[config.mk]
export PLATFORM = sky130hd
export DESIGN_NAME = rx_signal_bert_front
export DESIGN_NICKNAME = d
export VERILOG_FILES = /design/src/pkg/rx_front_pkg.sv /design/src/core/byte_checker_core.sv /design/src/core/rx_signal_bert_front.sv
export SDC_FILE = /design/constraint.sdc
export NUM_CORES = 1
export LEC_CHECK = 0
export ABC_AREA = 1
export BUFFER_PORTS_ARGS = -buffer_cell sky130_fd_sc_hd__buf_2
export CAP_MARGIN = 5
export CORE_ASPECT_RATIO = 0.7
export CORE_UTILIZATION = 46
export DETAILED_ROUTE_END_ITERATION = 10
export GPL_TIMING_DRIVEN = 0
export PLACE_DENSITY = 0.76
export SLEW_MARGIN = 20
export SYNTH_ARGS = -nofsm -noshare
export SYNTH_HDL_FRONTEND = slang
export SYNTH_SLANG_ARGS = --single-unit
[constraint.sdc]
create_clock -name pclk -period 8.64 [get_ports pclk]
set_clock_uncertainty 0.1 [all_clocks]
set_input_delay 1.296 -clock pclk [delete_from_list [all_inputs] [get_ports pclk]]
set_output_delay 1.296 -clock pclk [all_outputs]
set_load 0.05 [all_outputs]
[src/pkg/rx_front_pkg.sv]
// constants, state types and the shared prbs_byte function for the receive front end
// assumes one clock; all timing is counted in clock-enabled steps
package rx_front_pkg;
	localparam logic [7:0] REG_CTRL = 8'h00;
	localparam logic [7:0] REG_STATUS = 8'h04;
	localparam logic [7:0] REG_LOSS = 8'h08;
	localparam logic [7:0] REG_BITS_LO = 8'h0C;
	localparam logic [7:0] REG_BITS_HI = 8'h10;
	localparam logic [7:0] REG_ERRORS = 8'h14;
	localparam int CTRL_EN_BIT = 0;
	localparam int CTRL_SEL_LSB = 1;
	localparam int CTRL_CLR_BIT = 3;
	localparam int ST_FLAGS_LSB = 0;
	localparam int ST_LOSS_BIT = 3;
	localparam int ST_SYNC_BIT = 4;
	localparam logic [2:0] CTRL_RESET = 3'h0;
	localparam logic [1:0] SRC_ADC = 2'h0;
	localparam logic [1:0] SRC_LOOP = 2'h1;
	localparam logic [1:0] SRC_GEN = 2'h2;
	localparam logic [15:0] SRC_UNDEF_WORD = 16'h0000;
	localparam logic [1:0] START_WAIT = 2'h2;
	localparam logic [7:0] ZERO_LIMIT = 8'h3F;
	localparam logic [2:0] LOCK_MATCHES = 3'h3;
	localparam logic [22:0] GEN_SEED = 23'h7FFFFF;

	typedef enum logic [3:0] {CS_IDLE = 4'h1, CS_RESET = 4'h2, CS_WAIT = 4'h4, CS_RUN = 4'h8} ctrl_state_t;
	typedef enum logic [1:0] {SP_HIGH = 2'h1, SP_LOW = 2'h2} split_state_t;
	typedef enum logic [2:0] {SY_IDLE = 3'h1, SY_HUNT = 3'h2, SY_LOCK = 3'h4} sync_state_t;

	// advances the x^23+x^18+1 register by eight bits; returns {state, byte}
	function automatic logic [30:0] prbs_byte(input logic [22:0] s);
		logic [22:0] t;
		logic [7:0] b;
		t = s;
		b = 8'h00;
		for (int i = 0; i < 8; i++)
		begin
			b = {b[6:0], t[22] ^ t[17]};
			t = {t[21:0], t[22] ^ t[17]};
		end
		return {t, b};
	endfunction
endpackage

[src/core/byte_checker_core.sv]
// byte-wide checker for the 2^23-1 sequence: hunt, lock, compare, count
// assumes checker_reset and start come from the same clock domain
`timescale 1ns/1ns
module byte_checker_core
(
	input wire logic pclk,
	input wire logic presetn,
	input wire logic ce,
	input wire logic byte_rate_en,
	input wire logic checker_reset,
	input wire logic start,
	input wire logic [7:0] byte_in,
	input wire logic flag_clear,
	output logic sm_error,
	output logic synced,
	output logic sync_loss_flag,
	output logic [7:0] sync_loss_count,
	output logic [63:0] bit_count,
	output logic [31:0] error_count
);
	import rx_front_pkg::*;

	sync_state_t state, next_state;
	logic [22:0] lfsr, next_lfsr;
	logic [2:0] match_cnt, next_match_cnt;
	logic [7:0] zero_run_count, next_zero;
	logic [63:0] next_bits;
	logic [31:0] next_errors;
	logic [7:0] next_loss_count;
	logic next_loss, next_sm_error;
	logic [30:0] pred;
	logic step;

	function automatic logic [3:0] ones8(input logic [7:0] v);
		logic [3:0] n;
		n = 4'h0;
		for (int i = 0; i < 8; i++)
			n = n + {3'h0, v[i]};
		return n;
	endfunction

	assign pred = prbs_byte(lfsr);
	assign step = byte_rate_en;
	assign synced = (state == SY_LOCK);

	always_comb
	begin
		next_state = state;
		next_lfsr = lfsr;
		next_match_cnt = match_cnt;
		next_zero = zero_run_count;
		next_bits = bit_count;
		next_errors = error_count;
		next_loss_count = sync_loss_count;
		next_loss = sync_loss_flag;
		next_sm_error = sm_error & ~flag_clear;
		if (checker_reset)
		begin
			next_state = SY_IDLE;
			next_match_cnt = 3'h0;
			next_zero = 8'h00;
			next_bits = 64'h0;
			next_errors = 32'h0;
			next_loss_count = 8'h00;
			next_loss = 1'b0;
		end
		else if (step)
		begin
			case (state)
				SY_IDLE:
					if (start)
						next_state = SY_HUNT;
				SY_HUNT:
				begin
					next_lfsr = {lfsr[14:0], byte_in};
					if (pred[7:0] == byte_in && byte_in != 8'h00)
						next_match_cnt = match_cnt + 3'h1;
					else
						next_match_cnt = 3'h0;
					if (next_match_cnt == LOCK_MATCHES)
					begin
						next_state = SY_LOCK;
						next_loss = 1'b0;
					end
					if (!start)
						next_state = SY_IDLE;
				end
				SY_LOCK:
				begin
					next_lfsr = pred[30:8];
					next_bits = bit_count + 64'h8;
					next_errors = error_count + {28'h0, ones8(byte_in ^ pred[7:0])};
					if (byte_in != 8'h00)
						next_zero = 8'h00;
					else if (zero_run_count >= 8'hF8)
						next_zero = 8'hFF;
					else
						next_zero = zero_run_count + 8'h8;
					if (next_zero > ZERO_LIMIT)
					begin
						next_state = SY_HUNT;
						next_loss = 1'b1;
						next_loss_count = sync_loss_count + 8'h1;
						next_match_cnt = 3'h0;
						next_zero = 8'h00;
					end
					if (!start)
						next_state = SY_IDLE;
				end
				default:
				begin
					next_state = SY_IDLE;
					next_sm_error = 1'b1;
				end
			endcase
		end
	end

	always_ff @(posedge pclk or negedge presetn)
	begin
		if (!presetn)
		begin
			state <= SY_IDLE;
			lfsr <= 23'h0;
			match_cnt <= 3'h0;
			zero_run_count <= 8'h00;
			bit_count <= 64'h0;
			error_count <= 32'h0;
			sync_loss_count <= 8'h00;
			sync_loss_flag <= 1'b0;
			sm_error <= 1'b0;
		end
		else if (ce)
		begin
			state <= next_state;
			lfsr <= next_lfsr;
			match_cnt <= next_match_cnt;
			zero_run_count <= next_zero;
			bit_count <= next_bits;
			error_count <= next_errors;
			sync_loss_count <= next_loss_count;
			sync_loss_flag <= next_loss;
			sm_error <= next_sm_error;
		end
	end

	a_zero_run_loss: assert property (@(posedge pclk) disable iff (!presetn)
		(ce && step && !checker_reset && start && state == SY_LOCK && byte_in == 8'h00 && zero_run_count >= 8'h38)
		|=> state == SY_HUNT && sync_loss_flag)
		else $error("zero run did not drop sync");
	a_counts_kept: assert property (@(posedge pclk) disable iff (!presetn)
		$rose(sync_loss_flag) |-> bit_count == $past(bit_count) + 64'h8)
		else $error("counts lost on sync loss");
	a_bits_step: assert property (@(posedge pclk) disable iff (!presetn)
		(ce && step && !checker_reset && state == SY_LOCK) |=> bit_count == $past(bit_count) + 64'h8)
		else $error("bit count did not advance by eight");
endmodule

[src/core/rx_signal_bert_front.sv]
// receive front end: source capture, checker control, byte split, stream mux, APB registers
// assumes APB master, sample source and enables all share pclk
`timescale 1ns/1ns
// Overview of operation
// - loopback words feed checker, bypassing ADC registers
// - ADC words pass two register stages
// - own 2^23-1 generator feeds stream output
// - enable first pulses checker reset, clearing counts
// - short wait, then checker start
// - select 01 loopback, 00 ADC, 10 generator
// - one clock; slower rates only by enables
// - byte enable steps the byte checker
// - word enable steps most registers
// - checker error flags forwarded upward
// - three flags mark undefined machine states
// - received data leaves as 16-bit word
// - sync loss flag and 8-bit loss count
// - 64-bit bit count, 32-bit error count
// - flag clear empties sticky error flags
// - words split into two bytes, byte rate
// - over 0x3F zero bits means sync lost
// - resync keeps bit and error counts
module rx_signal_bert_front
(
	input wire logic pclk,
	input wire logic presetn,
	input wire logic ce,
	input wire logic byte_rate_en,
	input wire logic word_rate_en,
	input wire logic psel,
	input wire logic penable,
	input wire logic pwrite,
	input wire logic [7:0] paddr,
	input wire logic [31:0] pwdata,
	output logic [31:0] prdata,
	output logic pready,
	output logic pslverr,
	input wire logic [15:0] adc_word_in,
	input wire logic adc_valid,
	input wire logic [15:0] loopback_word_in,
	output logic [15:0] stream_word_out,
	output logic [2:0] sm_error_flags,
	output logic sync_loss_flag,
	output logic [7:0] sync_loss_count,
	output logic [63:0] bit_count,
	output logic [31:0] error_count
);
	import rx_front_pkg::*;

	// register access
	logic checker_enable, next_enable;
	logic [1:0] rx_source_select, next_select;
	logic flag_clear, next_flag_clear;
	logic [31:0] next_prdata, rd_value;
	logic access, mapped, wr_ctrl;
	logic synced, core_sm_error;

	assign access = psel & penable;
	assign pready = access & ce;
	assign mapped = (paddr == REG_CTRL) || (paddr == REG_STATUS) || (paddr == REG_LOSS)
		|| (paddr == REG_BITS_LO) || (paddr == REG_BITS_HI) || (paddr == REG_ERRORS);
	assign pslverr = access & ~mapped;
	assign wr_ctrl = pready & pwrite & (paddr == REG_CTRL);

	always_comb
	begin
		rd_value = 32'h0;
		case (paddr)
			REG_CTRL: rd_value = {28'h0, 1'b0, rx_source_select, checker_enable};
			REG_STATUS: rd_value = {27'h0, synced, sync_loss_flag, sm_error_flags};
			REG_LOSS: rd_value = {24'h0, sync_loss_count};
			REG_BITS_LO: rd_value = bit_count[31:0];
			REG_BITS_HI: rd_value = bit_count[63:32];
			REG_ERRORS: rd_value = error_count;
			default: rd_value = 32'h0;
		endcase
		next_prdata = prdata;
		if (psel && !penable)
			next_prdata = pwrite ? 32'h0 : rd_value;
		next_enable = checker_enable;
		next_select = rx_source_select;
		next_flag_clear = 1'b0;
		if (wr_ctrl)
		begin
			next_enable = pwdata[CTRL_EN_BIT];
			next_select = pwdata[CTRL_SEL_LSB +: 2];
			next_flag_clear = pwdata[CTRL_CLR_BIT];
		end
	end

	always_ff @(posedge pclk or negedge presetn)
	begin
		if (!presetn)
		begin
			prdata <= 32'h0;
			checker_enable <= CTRL_RESET[CTRL_EN_BIT];
			rx_source_select <= CTRL_RESET[CTRL_SEL_LSB +: 2];
			flag_clear <= 1'b0;
		end
		else if (ce)
		begin
			prdata <= next_prdata;
			checker_enable <= next_enable;
			rx_source_select <= next_select;
			flag_clear <= next_flag_clear;
		end
	end

	// checker control machine, stepped at word rate
	ctrl_state_t ctrl_state, next_ctrl_state;
	logic [1:0] wait_cnt, next_wait_cnt;
	logic ctrl_error, next_ctrl_error;
	logic checker_reset, checker_start;
	logic word_step;

	assign word_step = ce & word_rate_en;
	assign checker_reset = (ctrl_state == CS_RESET);
	assign checker_start = (ctrl_state == CS_RUN);

	always_comb
	begin
		next_ctrl_state = ctrl_state;
		next_wait_cnt = wait_cnt;
		next_ctrl_error = ctrl_error & ~flag_clear;
		if (word_rate_en)
		begin
			case (ctrl_state)
				CS_IDLE:
					if (checker_enable)
						next_ctrl_state = CS_RESET;
				CS_RESET:
				begin
					next_ctrl_state = CS_WAIT;
					next_wait_cnt = 2'h0;
				end
				CS_WAIT:
					if (wait_cnt == START_WAIT - 2'h1)
						next_ctrl_state = CS_RUN;
					else
						next_wait_cnt = wait_cnt + 2'h1;
				CS_RUN:
					next_ctrl_state = CS_RUN;
				default:
				begin
					next_ctrl_state = CS_IDLE;
					next_ctrl_error = 1'b1;
				end
			endcase
			if (!checker_enable)
				next_ctrl_state = CS_IDLE;
		end
	end

	always_ff @(posedge pclk or negedge presetn)
	begin
		if (!presetn)
		begin
			ctrl_state <= CS_IDLE;
			wait_cnt <= 2'h0;
			ctrl_error <= 1'b0;
		end
		else if (ce)
		begin
			ctrl_state <= next_ctrl_state;
			wait_cnt <= next_wait_cnt;
			ctrl_error <= next_ctrl_error;
		end
	end

	// word capture, byte split, generator and stream mux
	split_state_t split_state, next_split_state;
	logic split_error, next_split_error;
	logic [15:0] loop_word, next_loop_word;
	logic [15:0] adc_stage1, next_adc_stage1;
	logic [15:0] adc_stage2, next_adc_stage2;
	logic [22:0] gen_lfsr, next_gen_lfsr;
	logic [15:0] gen_word, next_gen_word;
	logic [15:0] next_stream;
	logic [30:0] gen_hi, gen_lo;
	logic [7:0] split_byte;

	assign gen_hi = prbs_byte(gen_lfsr);
	assign gen_lo = prbs_byte(gen_hi[30:8]);
	assign split_byte = (split_state == SP_LOW) ? loop_word[7:0] : loop_word[15:8];

	always_comb
	begin
		next_split_state = split_state;
		next_split_error = split_error & ~flag_clear;
		next_loop_word = loop_word;
		next_adc_stage1 = adc_stage1;
		next_adc_stage2 = adc_stage2;
		next_gen_lfsr = gen_lfsr;
		next_gen_word = gen_word;
		next_stream = stream_word_out;
		if (byte_rate_en)
		begin
			case (split_state)
				SP_HIGH: next_split_state = SP_LOW;
				SP_LOW: next_split_state = SP_HIGH;
				default:
				begin
					next_split_state = SP_HIGH;
					next_split_error = 1'b1;
				end
			endcase
		end
		if (word_rate_en)
		begin
			next_loop_word = loopback_word_in;
			if (split_state == SP_HIGH || split_state == SP_LOW)
				next_split_state = SP_HIGH;
			if (adc_valid)
				next_adc_stage1 = adc_word_in;
			next_adc_stage2 = adc_stage1;
			next_gen_lfsr = gen_lo[30:8];
			next_gen_word = {gen_hi[7:0], gen_lo[7:0]};
			case (rx_source_select)
				SRC_ADC: next_stream = adc_stage2;
				SRC_LOOP: next_stream = loopback_word_in;
				SRC_GEN: next_stream = gen_word;
				default: next_stream = SRC_UNDEF_WORD;
			endcase
		end
	end

	always_ff @(posedge pclk or negedge presetn)
	begin
		if (!presetn)
		begin
			split_state <= SP_HIGH;
			split_error <= 1'b0;
			loop_word <= 16'h0000;
			adc_stage1 <= 16'h0000;
			adc_stage2 <= 16'h0000;
			gen_lfsr <= GEN_SEED;
			gen_word <= 16'h0000;
			stream_word_out <= 16'h0000;
		end
		else if (ce)
		begin
			split_state <= next_split_state;
			split_error <= next_split_error;
			loop_word <= next_loop_word;
			adc_stage1 <= next_adc_stage1;
			adc_stage2 <= next_adc_stage2;
			gen_lfsr <= next_gen_lfsr;
			gen_word <= next_gen_word;
			stream_word_out <= next_stream;
		end
	end

	byte_checker_core u_core
	(
		.pclk(pclk),
		.presetn(presetn),
		.ce(ce),
		.byte_rate_en(byte_rate_en),
		.checker_reset(checker_reset),
		.start(checker_start),
		.byte_in(split_byte),
		.flag_clear(flag_clear),
		.sm_error(core_sm_error),
		.synced(synced),
		.sync_loss_flag(sync_loss_flag),
		.sync_loss_count(sync_loss_count),
		.bit_count(bit_count),
		.error_count(error_count)
	);

	assign sm_error_flags = {core_sm_error, split_error, ctrl_error};

	a_reset_on_enable: assert property (@(posedge pclk) disable iff (!presetn)
		(word_step && ctrl_state == CS_IDLE && checker_enable) |=> checker_reset && !checker_start)
		else $error("enable did not reset the checker first");
	a_start_after_wait: assert property (@(posedge pclk) disable iff (!presetn)
		$rose(checker_start) |-> $past(ctrl_state) == CS_WAIT && $past(wait_cnt) == START_WAIT - 2'h1)
		else $error("checker started without the wait");
	a_mux_loopback: assert property (@(posedge pclk) disable iff (!presetn)
		(word_step && rx_source_select == SRC_LOOP) |=> stream_word_out == $past(loopback_word_in))
		else $error("loopback word not on stream output");
	a_adc_capture: assert property (@(posedge pclk) disable iff (!presetn)
		(word_step && adc_valid) |=> adc_stage1 == $past(adc_word_in))
		else $error("valid adc word not captured");
	a_adc_two_stage: assert property (@(posedge pclk) disable iff (!presetn)
		word_step |=> adc_stage2 == $past(adc_stage1))
		else $error("second adc stage did not follow the first");
	a_mux_adc: assert property (@(posedge pclk) disable iff (!presetn)
		(word_step && rx_source_select == SRC_ADC) |=> stream_word_out == $past(adc_stage2))
		else $error("adc word not on stream output");
	a_mux_undefined: assert property (@(posedge pclk) disable iff (!presetn)
		(word_step && rx_source_select == 2'h3) |=> stream_word_out == SRC_UNDEF_WORD)
		else $error("undefined select drove data");
	a_freeze_on_ce: assert property (@(posedge pclk) disable iff (!presetn)
		!ce |=> $stable(stream_word_out) && $stable(ctrl_state) && $stable(bit_count))
		else $error("state moved with clock enable low");
	a_idle_on_disable: assert property (@(posedge pclk) disable iff (!presetn)
		(word_step && !checker_enable) |=> ctrl_state == CS_IDLE && !checker_start)
		else $error("control did not return to idle");
	a_flag_clear: assert property (@(posedge pclk) disable iff (!presetn)
		(ce && flag_clear && !(word_rate_en && !(ctrl_state inside {CS_IDLE, CS_RESET, CS_WAIT, CS_RUN})))
		|=> !ctrl_error)
		else $error("flag clear did not clear the flag");
endmodule

# [After elaboration in Yosys (flattened, before gate mapping)]
# Cells that the tools add are included.
[word_totals] reg_bits=292 input_bits=81 output_inout_bits=158 word_cells=196
[classes] add_sub_neg=13 magnitude_cmp=2 eq_ne=26 mux=62 bitwise_logic=36 n_reduce_logical=33
[ops] operator="two-way mux 64 bit" n=3
[ops] operator="case mux 32 bit (6 select lines)" n=1
[ops] operator="two-way mux 32 bit" n=4
[ops] operator="two-way mux 8 bit" n=14
[ops] operator="adder 64 x 4 -> 64 bit (second input constant)" n=1
[ops] operator="case mux 16 bit (3 select lines)" n=1
[ops] operator="case mux 23 bit (2 select lines)" n=1
[ops] operator="two-way mux 3 bit" n=14
[ops] operator="adder 32 x 4 -> 32 bit" n=1
[ops] operator="adder 4 x 1 -> 4 bit" n=6
[ops] operator="XOR 1 bit" n=24
[ops] operator="equality test 8 x 4 -> 1 bit (second input constant)" n=2
[ops] operator="equality test 8 x 5 -> 1 bit (second input constant)" n=2
[ops] operator="case mux 4 bit (4 select lines)" n=1
[ops] operator="AND reduction 4 bit" n=4
[ops] operator="two-way mux 1 bit" n=12
[ops] operator="two-way mux 2 bit" n=5
[ops] operator="AND reduction 5 bit" n=2
[ops] operator="nonzero test 2 bit" n=5
[ops] operator="case mux 3 bit (3 select lines)" n=1
[ops] operator="AND reduction 3 bit" n=3
[ops] operator="adder 8 x 1 -> 8 bit (second input constant)" n=1
[ops] operator="adder 8 x 4 -> 8 bit (second input constant)" n=1
[ops] operator="bitwise AND 1 bit" n=8
[ops] operator="other kinds (38)" n=55

# [Logic depth before layout (Yosys ltp)]
[logic_depth] word_depth=14 mapped_depth=26 depth_no_buf=25

# [Cells and area by module]
# Synthesis repeated with hierarchy kept, for this count alone.
[hier_totals] cells_unflattened=2139 hier_area_um2=15877.7
[by_module_without_submodules] mod="byte_checker_core" n_inst=1 cells_per_inst=1249 area_per_inst_um2=8758.4 seq_area_each_um2=3429.5
[by_module_without_submodules] mod="rx_signal_bert_front" n_inst=1 cells_per_inst=890 area_per_inst_um2=7119.3 seq_area_each_um2=3759.9

# [Least setup slack after synthesis]
# Ideal clock, no wire load.
[synth_path] path_type="register to register" from="register split_state[0]" to="register u_core.error_count[10]" setup_time_ns=0.094 arrival_ns=5.108 t_required_ns=8.446 path_slack_ns=3.338 path_stages_with_launch=22 n_path_buf=0 synth_period_minus_slack_ns=5.302 path_cell_list="dfstp_2 > inv_1 > ha_1 > o21ai_0 > xor2_1 > inv_1 > ha_1 > fa_1 > inv_1 > fa_1 > fa_1 > fa_1 > fa_1 > inv_1 > nand3_1 > nand2_1 > nand2_1 > nor2_1 > nand2_1 > inv_1 > nand2_1 > a211oi_1"
[synth_between] elab_chain_cells=14
[synth_rtl] item="start, declared" line_no="rx_signal_bert_front.sv:171" source="split_state_t split_state, next_split_state;"
[synth_rtl] item="start signal, assigned" line_no="rx_signal_bert_front.sv:242" source="split_state <= next_split_state;"
[synth_rtl] item="equality test 2 bit *" line_no="rx_signal_bert_front.sv:184" source="assign split_byte = (split_state == SP_LOW) ? loop_word[7:0] : loop_word[15:8];"
[synth_rtl] item="two-way mux 8 bit *" line_no="rx_signal_bert_front.sv:184"
[synth_rtl] item="XOR 8 bit *" line_no="byte_checker_core.sv:92" source="next_errors = error_count + {28'h0, ones8(byte_in ^ pred[7:0])};"
[synth_rtl] item="adder 1 x 1 -> 2 bit" line_no="byte_checker_core.sv:38" source="n = n + {3'h0, v[i]};"
[synth_rtl] item="adder 4 x 1 -> 4 bit (5 in a row)" line_no="byte_checker_core.sv:38"
[synth_rtl] item="adder 4 x 1 -> 4 bit *" line_no="byte_checker_core.sv:38"
[synth_rtl] item="adder 32 x 4 -> 32 bit *" line_no="byte_checker_core.sv:92"
[synth_rtl] item="two-way mux 32 bit *" line_no="byte_checker_core.sv:69" source="case (state)"
[synth_rtl] item="two-way mux 32 bit *" line_no="byte_checker_core.sv:67" source="else if (step)"
[synth_rtl] item="two-way mux 32 bit *" line_no="byte_checker_core.sv:57" source="if (checker_reset)"
[synth_rtl] item="end signal, assigned" line_no="byte_checker_core.sv:140" source="error_count <= next_errors;"
[synth_rtl] item="end, declared" line_no="byte_checker_core.sv:19" source="output logic [31:0] error_count"
# Mark *: on every way between the ends. The rest lies on a longest branch, timed or not. The select of a mux whose other input is x is not followed.
# A chain may end at the register's enable or synchronous reset.

# [Worst setup path after layout]
# Same ends and word-level chain as after synthesis.

==> reports/results.ini <==
[grt]
grt_pass1_wl_um = 93990
overflow = 0
grt_pass1_vias = 15430
grt_max_degree = 101
antenna_found_initial = 0
grt_use_total_pct = 35.84

[worst_setup_path]
arrival_ns = 6.61
critPathLaunch = split_state[0]
r2r_cells = 21
critPathRequiredTime_ns = 9.04
r2r-start = split_state[0]
critPathKind = register to register
worstPathMaxFanout = 6
startpoint_type = register
rr_endpoint = u_core.error_count[10]
end_kind = register
reg2reg_slack_ns = 2.43

[hold_path]
holdPathStages = 2
hold_end = u_core.state[0]
min_from = u_core.state[0]
hold_class = register to register

[logic_synthesis]
netlist_area_um2 = 15840
yosys_warnings = 0
muxShareOfSynthArea_pct = 0.06321
ys.flop_type = dfrtp_1
ys_seq_area_share_pct = 45.40
synth_edf_count = 0
yosys.cell_types.count = 51
synth_compound_area_share_pct = 13.72
synthesis.instances = 2137
synthXorXnorAreaFrac_pct = 1.770
syn_avg_cell_area_um2 = 7.410
synth.ff_latch_count = 286
yosys.area_share.adder_pct = 1.817
async_flop_share_pct = 100.0
yosys.area_share.simple_pct = 28.86
synth_top_family_by_area = simple AND/OR/NAND/NOR gates

[power_and_ir_drop]
p_leak_nw = 8.947
sequentialPowerShare_pct = 33.0
combPwrFrac_pct = 43.8
switchingPower_mw = 3.024
vdd_ir_drop_max_v = 0.0002940
intPower_mw = 3.368
p_per_area_nw_per_um2 = 342.4
clockPowerShare_pct = 23.2
switching_share_pct = 47.31

[placement]
dp.cells = 2813
place_congestion = 1.006
detailedPlacementHpwl_um = 48990
io_buffer_count = 207

[sta]
final_max_slew_viol_count = 0
hold_ws_ns = 0.3722
relSlewSlack_pct = 20.71
worst_slew_pin_slew_ns = 1.189
fin_tns_setup_ns = 0
hold_viol = 0
rsz0062_at_grt = false
setup_viol = 0
fin_crit_ns = 6.214
fmax_ghz = 0.1609
period_share_pct = 71.92

[routing]
first_pass_iters = 6
drc = 0
viasPerCell = 5.769
drtIter0Drc = 2235
route.detailed.wl_per_inst_um = 22.10
num_vias = 16550
ant_nets = 0
wirelength_um = 63410

[run_status]
outcome = finished clean

[floorplan]
die_w_um = 223.8
die_h_um = 157.2
core_area_um2 = 33700
io_pins = 239
rows = 56
start_util_pct = 46.99
dieArea_um2 = 35180

[run]
max-cap-violations = 0

[clock_network]
cts_tree = yes
ctsResizeCount = 0
post_cts_buffers = 0
path_clk_slew_ns = 0.07
numCtsBuffers = 30
cts_sinks = 286
clockBufferDepth = 3
htreeDepth = 1
cts_root_buffer = clkbuf_16
postCtsHoldBufs = 0
clock_latency_ns = 0.59

[final_layout]
post-route-util_pct = 55.38
antenna_cells = 0
drive_gt1_share_pct = 14.80
instances_no_fill = 2869
nets = 2482
area_growth_pct = 17.87

-- state kept, by name, summed over array words and instances (netlist names), 23 cells and up --
name                flops
gen_lfsr               23
prdata                 32
u_core.bit_count       61
u_core.error_count     32
u_core.lfsr            23
-- power by group through the flow --
stage | registers, mW | clock network (mW) | logic [mW]
6_report | 2.11 | 1.48 | 2.80
4_1_cts | 2.08 | 1.48 | 2.77
3_3_place_gp | 2.09 | 0 | 2.67
5_1_grt | 2.14 | 1.53 | 3.09
3_5_place_dp | 2.10 | 0 | 2.75
2_1_floorplan | 2.45 | 0 | 1.47
-- how the worst max path moves through the flow --
stage	cells past startpoint	slack (ns)	endpoint
2_1_floorplan	21	3.34	u_core.error_count[10]
3_3_place_gp	1	0.68	gen_word[2]
3_5_place_dp	21	2.53	u_core.error_count[10]
4_1_cts	21	2.49	u_core.error_count[10]
5_1_grt	21	2.10	u_core.error_count[10]
6_report	21	2.43	u_core.error_count[10]
-- layout by cell type (no fill, tap or decap), types with 5 or more instances in the layout --
master,count
nand2_1,592
dfrtp_1,260
inv_1,250
o21ai_0,220
buf_2,218
nor2_1,211
nand3_1,98
a21oi_1,82
nand4_1,76
nor3_1,53
clkbuf_1,53
o22ai_1,41
clkbuf_16,31
xor2_1,28
dfstp_2,26
ha_1,15
a31oi_1,11
o21ai_2,9
buf_4,9
nor3_2,7
or2_2,7
a221oi_1,7
clkbuf_8,6
bufinv_16,6
nor2_2,5
o31ai_1,5
buf_1,5
nor3b_1,5
fa_1,5
-- cells by family (layout without fill, tap and decap cells) --
| family | Yosys count | after routing |
|---|---|---|
| adder cells (fa/ha/maj) | 20 | 20 |
| buffers and inverters | 331 | 597 |
| AND/OR/NAND/NOR | 1071 | 1071 |
| flip-flops | 286 | 286 |
| AO/OA/AOI/OAI | 395 | 395 |
| multiplexers | 1 | 1 |
| other | 1 | 3 |
| XOR/XNOR | 32 | 32 |
-- metal layers --
layer	vias to the layer above	track usage [%]	wire [µm]
met2	949	50.47	25810
met4	0	7.404	1266
li1	7487	-	-
met3	93	10.94	8072
met1	8022	53.64	28260
met5	-	0	0
-- metrics by stage --
stage          instance area (µm²)  setup WS [ns]  power [mW]
6_report                     18670          2.426       6.392
3_3_place_gp                 17460         0.6764       4.754
5_1_grt                      18670          2.099       6.761
3_5_place_dp                 17550          2.527       4.848
4_1_cts                      18670          2.494       6.331
2_1_floorplan                15840          3.338       3.926
-- Yosys cell counts, types with 5 or more instances --
library cell	instances	area, µm²
o21ai_0	220	1101
a221oi_1	7	61.31
nand3_1	98	490.5
fa_1	5	100.1
buf_4	9	67.56
nor2_2	5	31.28
or2_2	7	43.79
xor2_1	28	245.2
inv_1	250	938.4
nor2_1	211	792.0
o22ai_1	41	256.5
o21ai_2	9	78.83
a31oi_1	11	68.82
nor3_1	53	265.3
o31ai_1	5	37.54
nand2_1	592	2222
nor3_2	7	70.07
clkbuf_1	47	176.4
buf_2	12	60.06
ha_1	15	187.7
buf_1	5	18.77
nand4_1	76	475.5
nor3b_1	5	37.54
a21oi_1	82	410.4
dfrtp_1	260	6506
dfstp_2	26	683.2
-- worst max-delay path, stage by stage, from the launching register on --
cell and delay (ns):
dfstp_2 0.53, inv_1 0.05, ha_1 0.27, o21ai_0 0.52
xor2_1 0.24, inv_1 0.07, ha_1 0.30, fa_1 0.53
inv_1 0.05, fa_1 0.50, fa_1 0.48, fa_1 0.52
fa_1 0.44, inv_1 0.14, nand3_1 0.08, nand2_1 0.20
nand2_1 0.22, nor2_1 0.39, nand2_1 0.16, inv_1 0.10
nand2_1 0.05, a211oi_1 0.19
-- area by class of cell --
class,count,area (µm²)
Inverter,254,953.4
Clock buffer,43,880.8
Timing Repair Buffer,210,1129
Sequential cell,286,7189
Fill cell,3242,15040
Buffer,77,367.9
Tap cell,464,580.6
Clock inverter,13,232.7
Multi-Input combinational cell,1522,7332
Note: power is estimated with default switching activity, not from simulation.
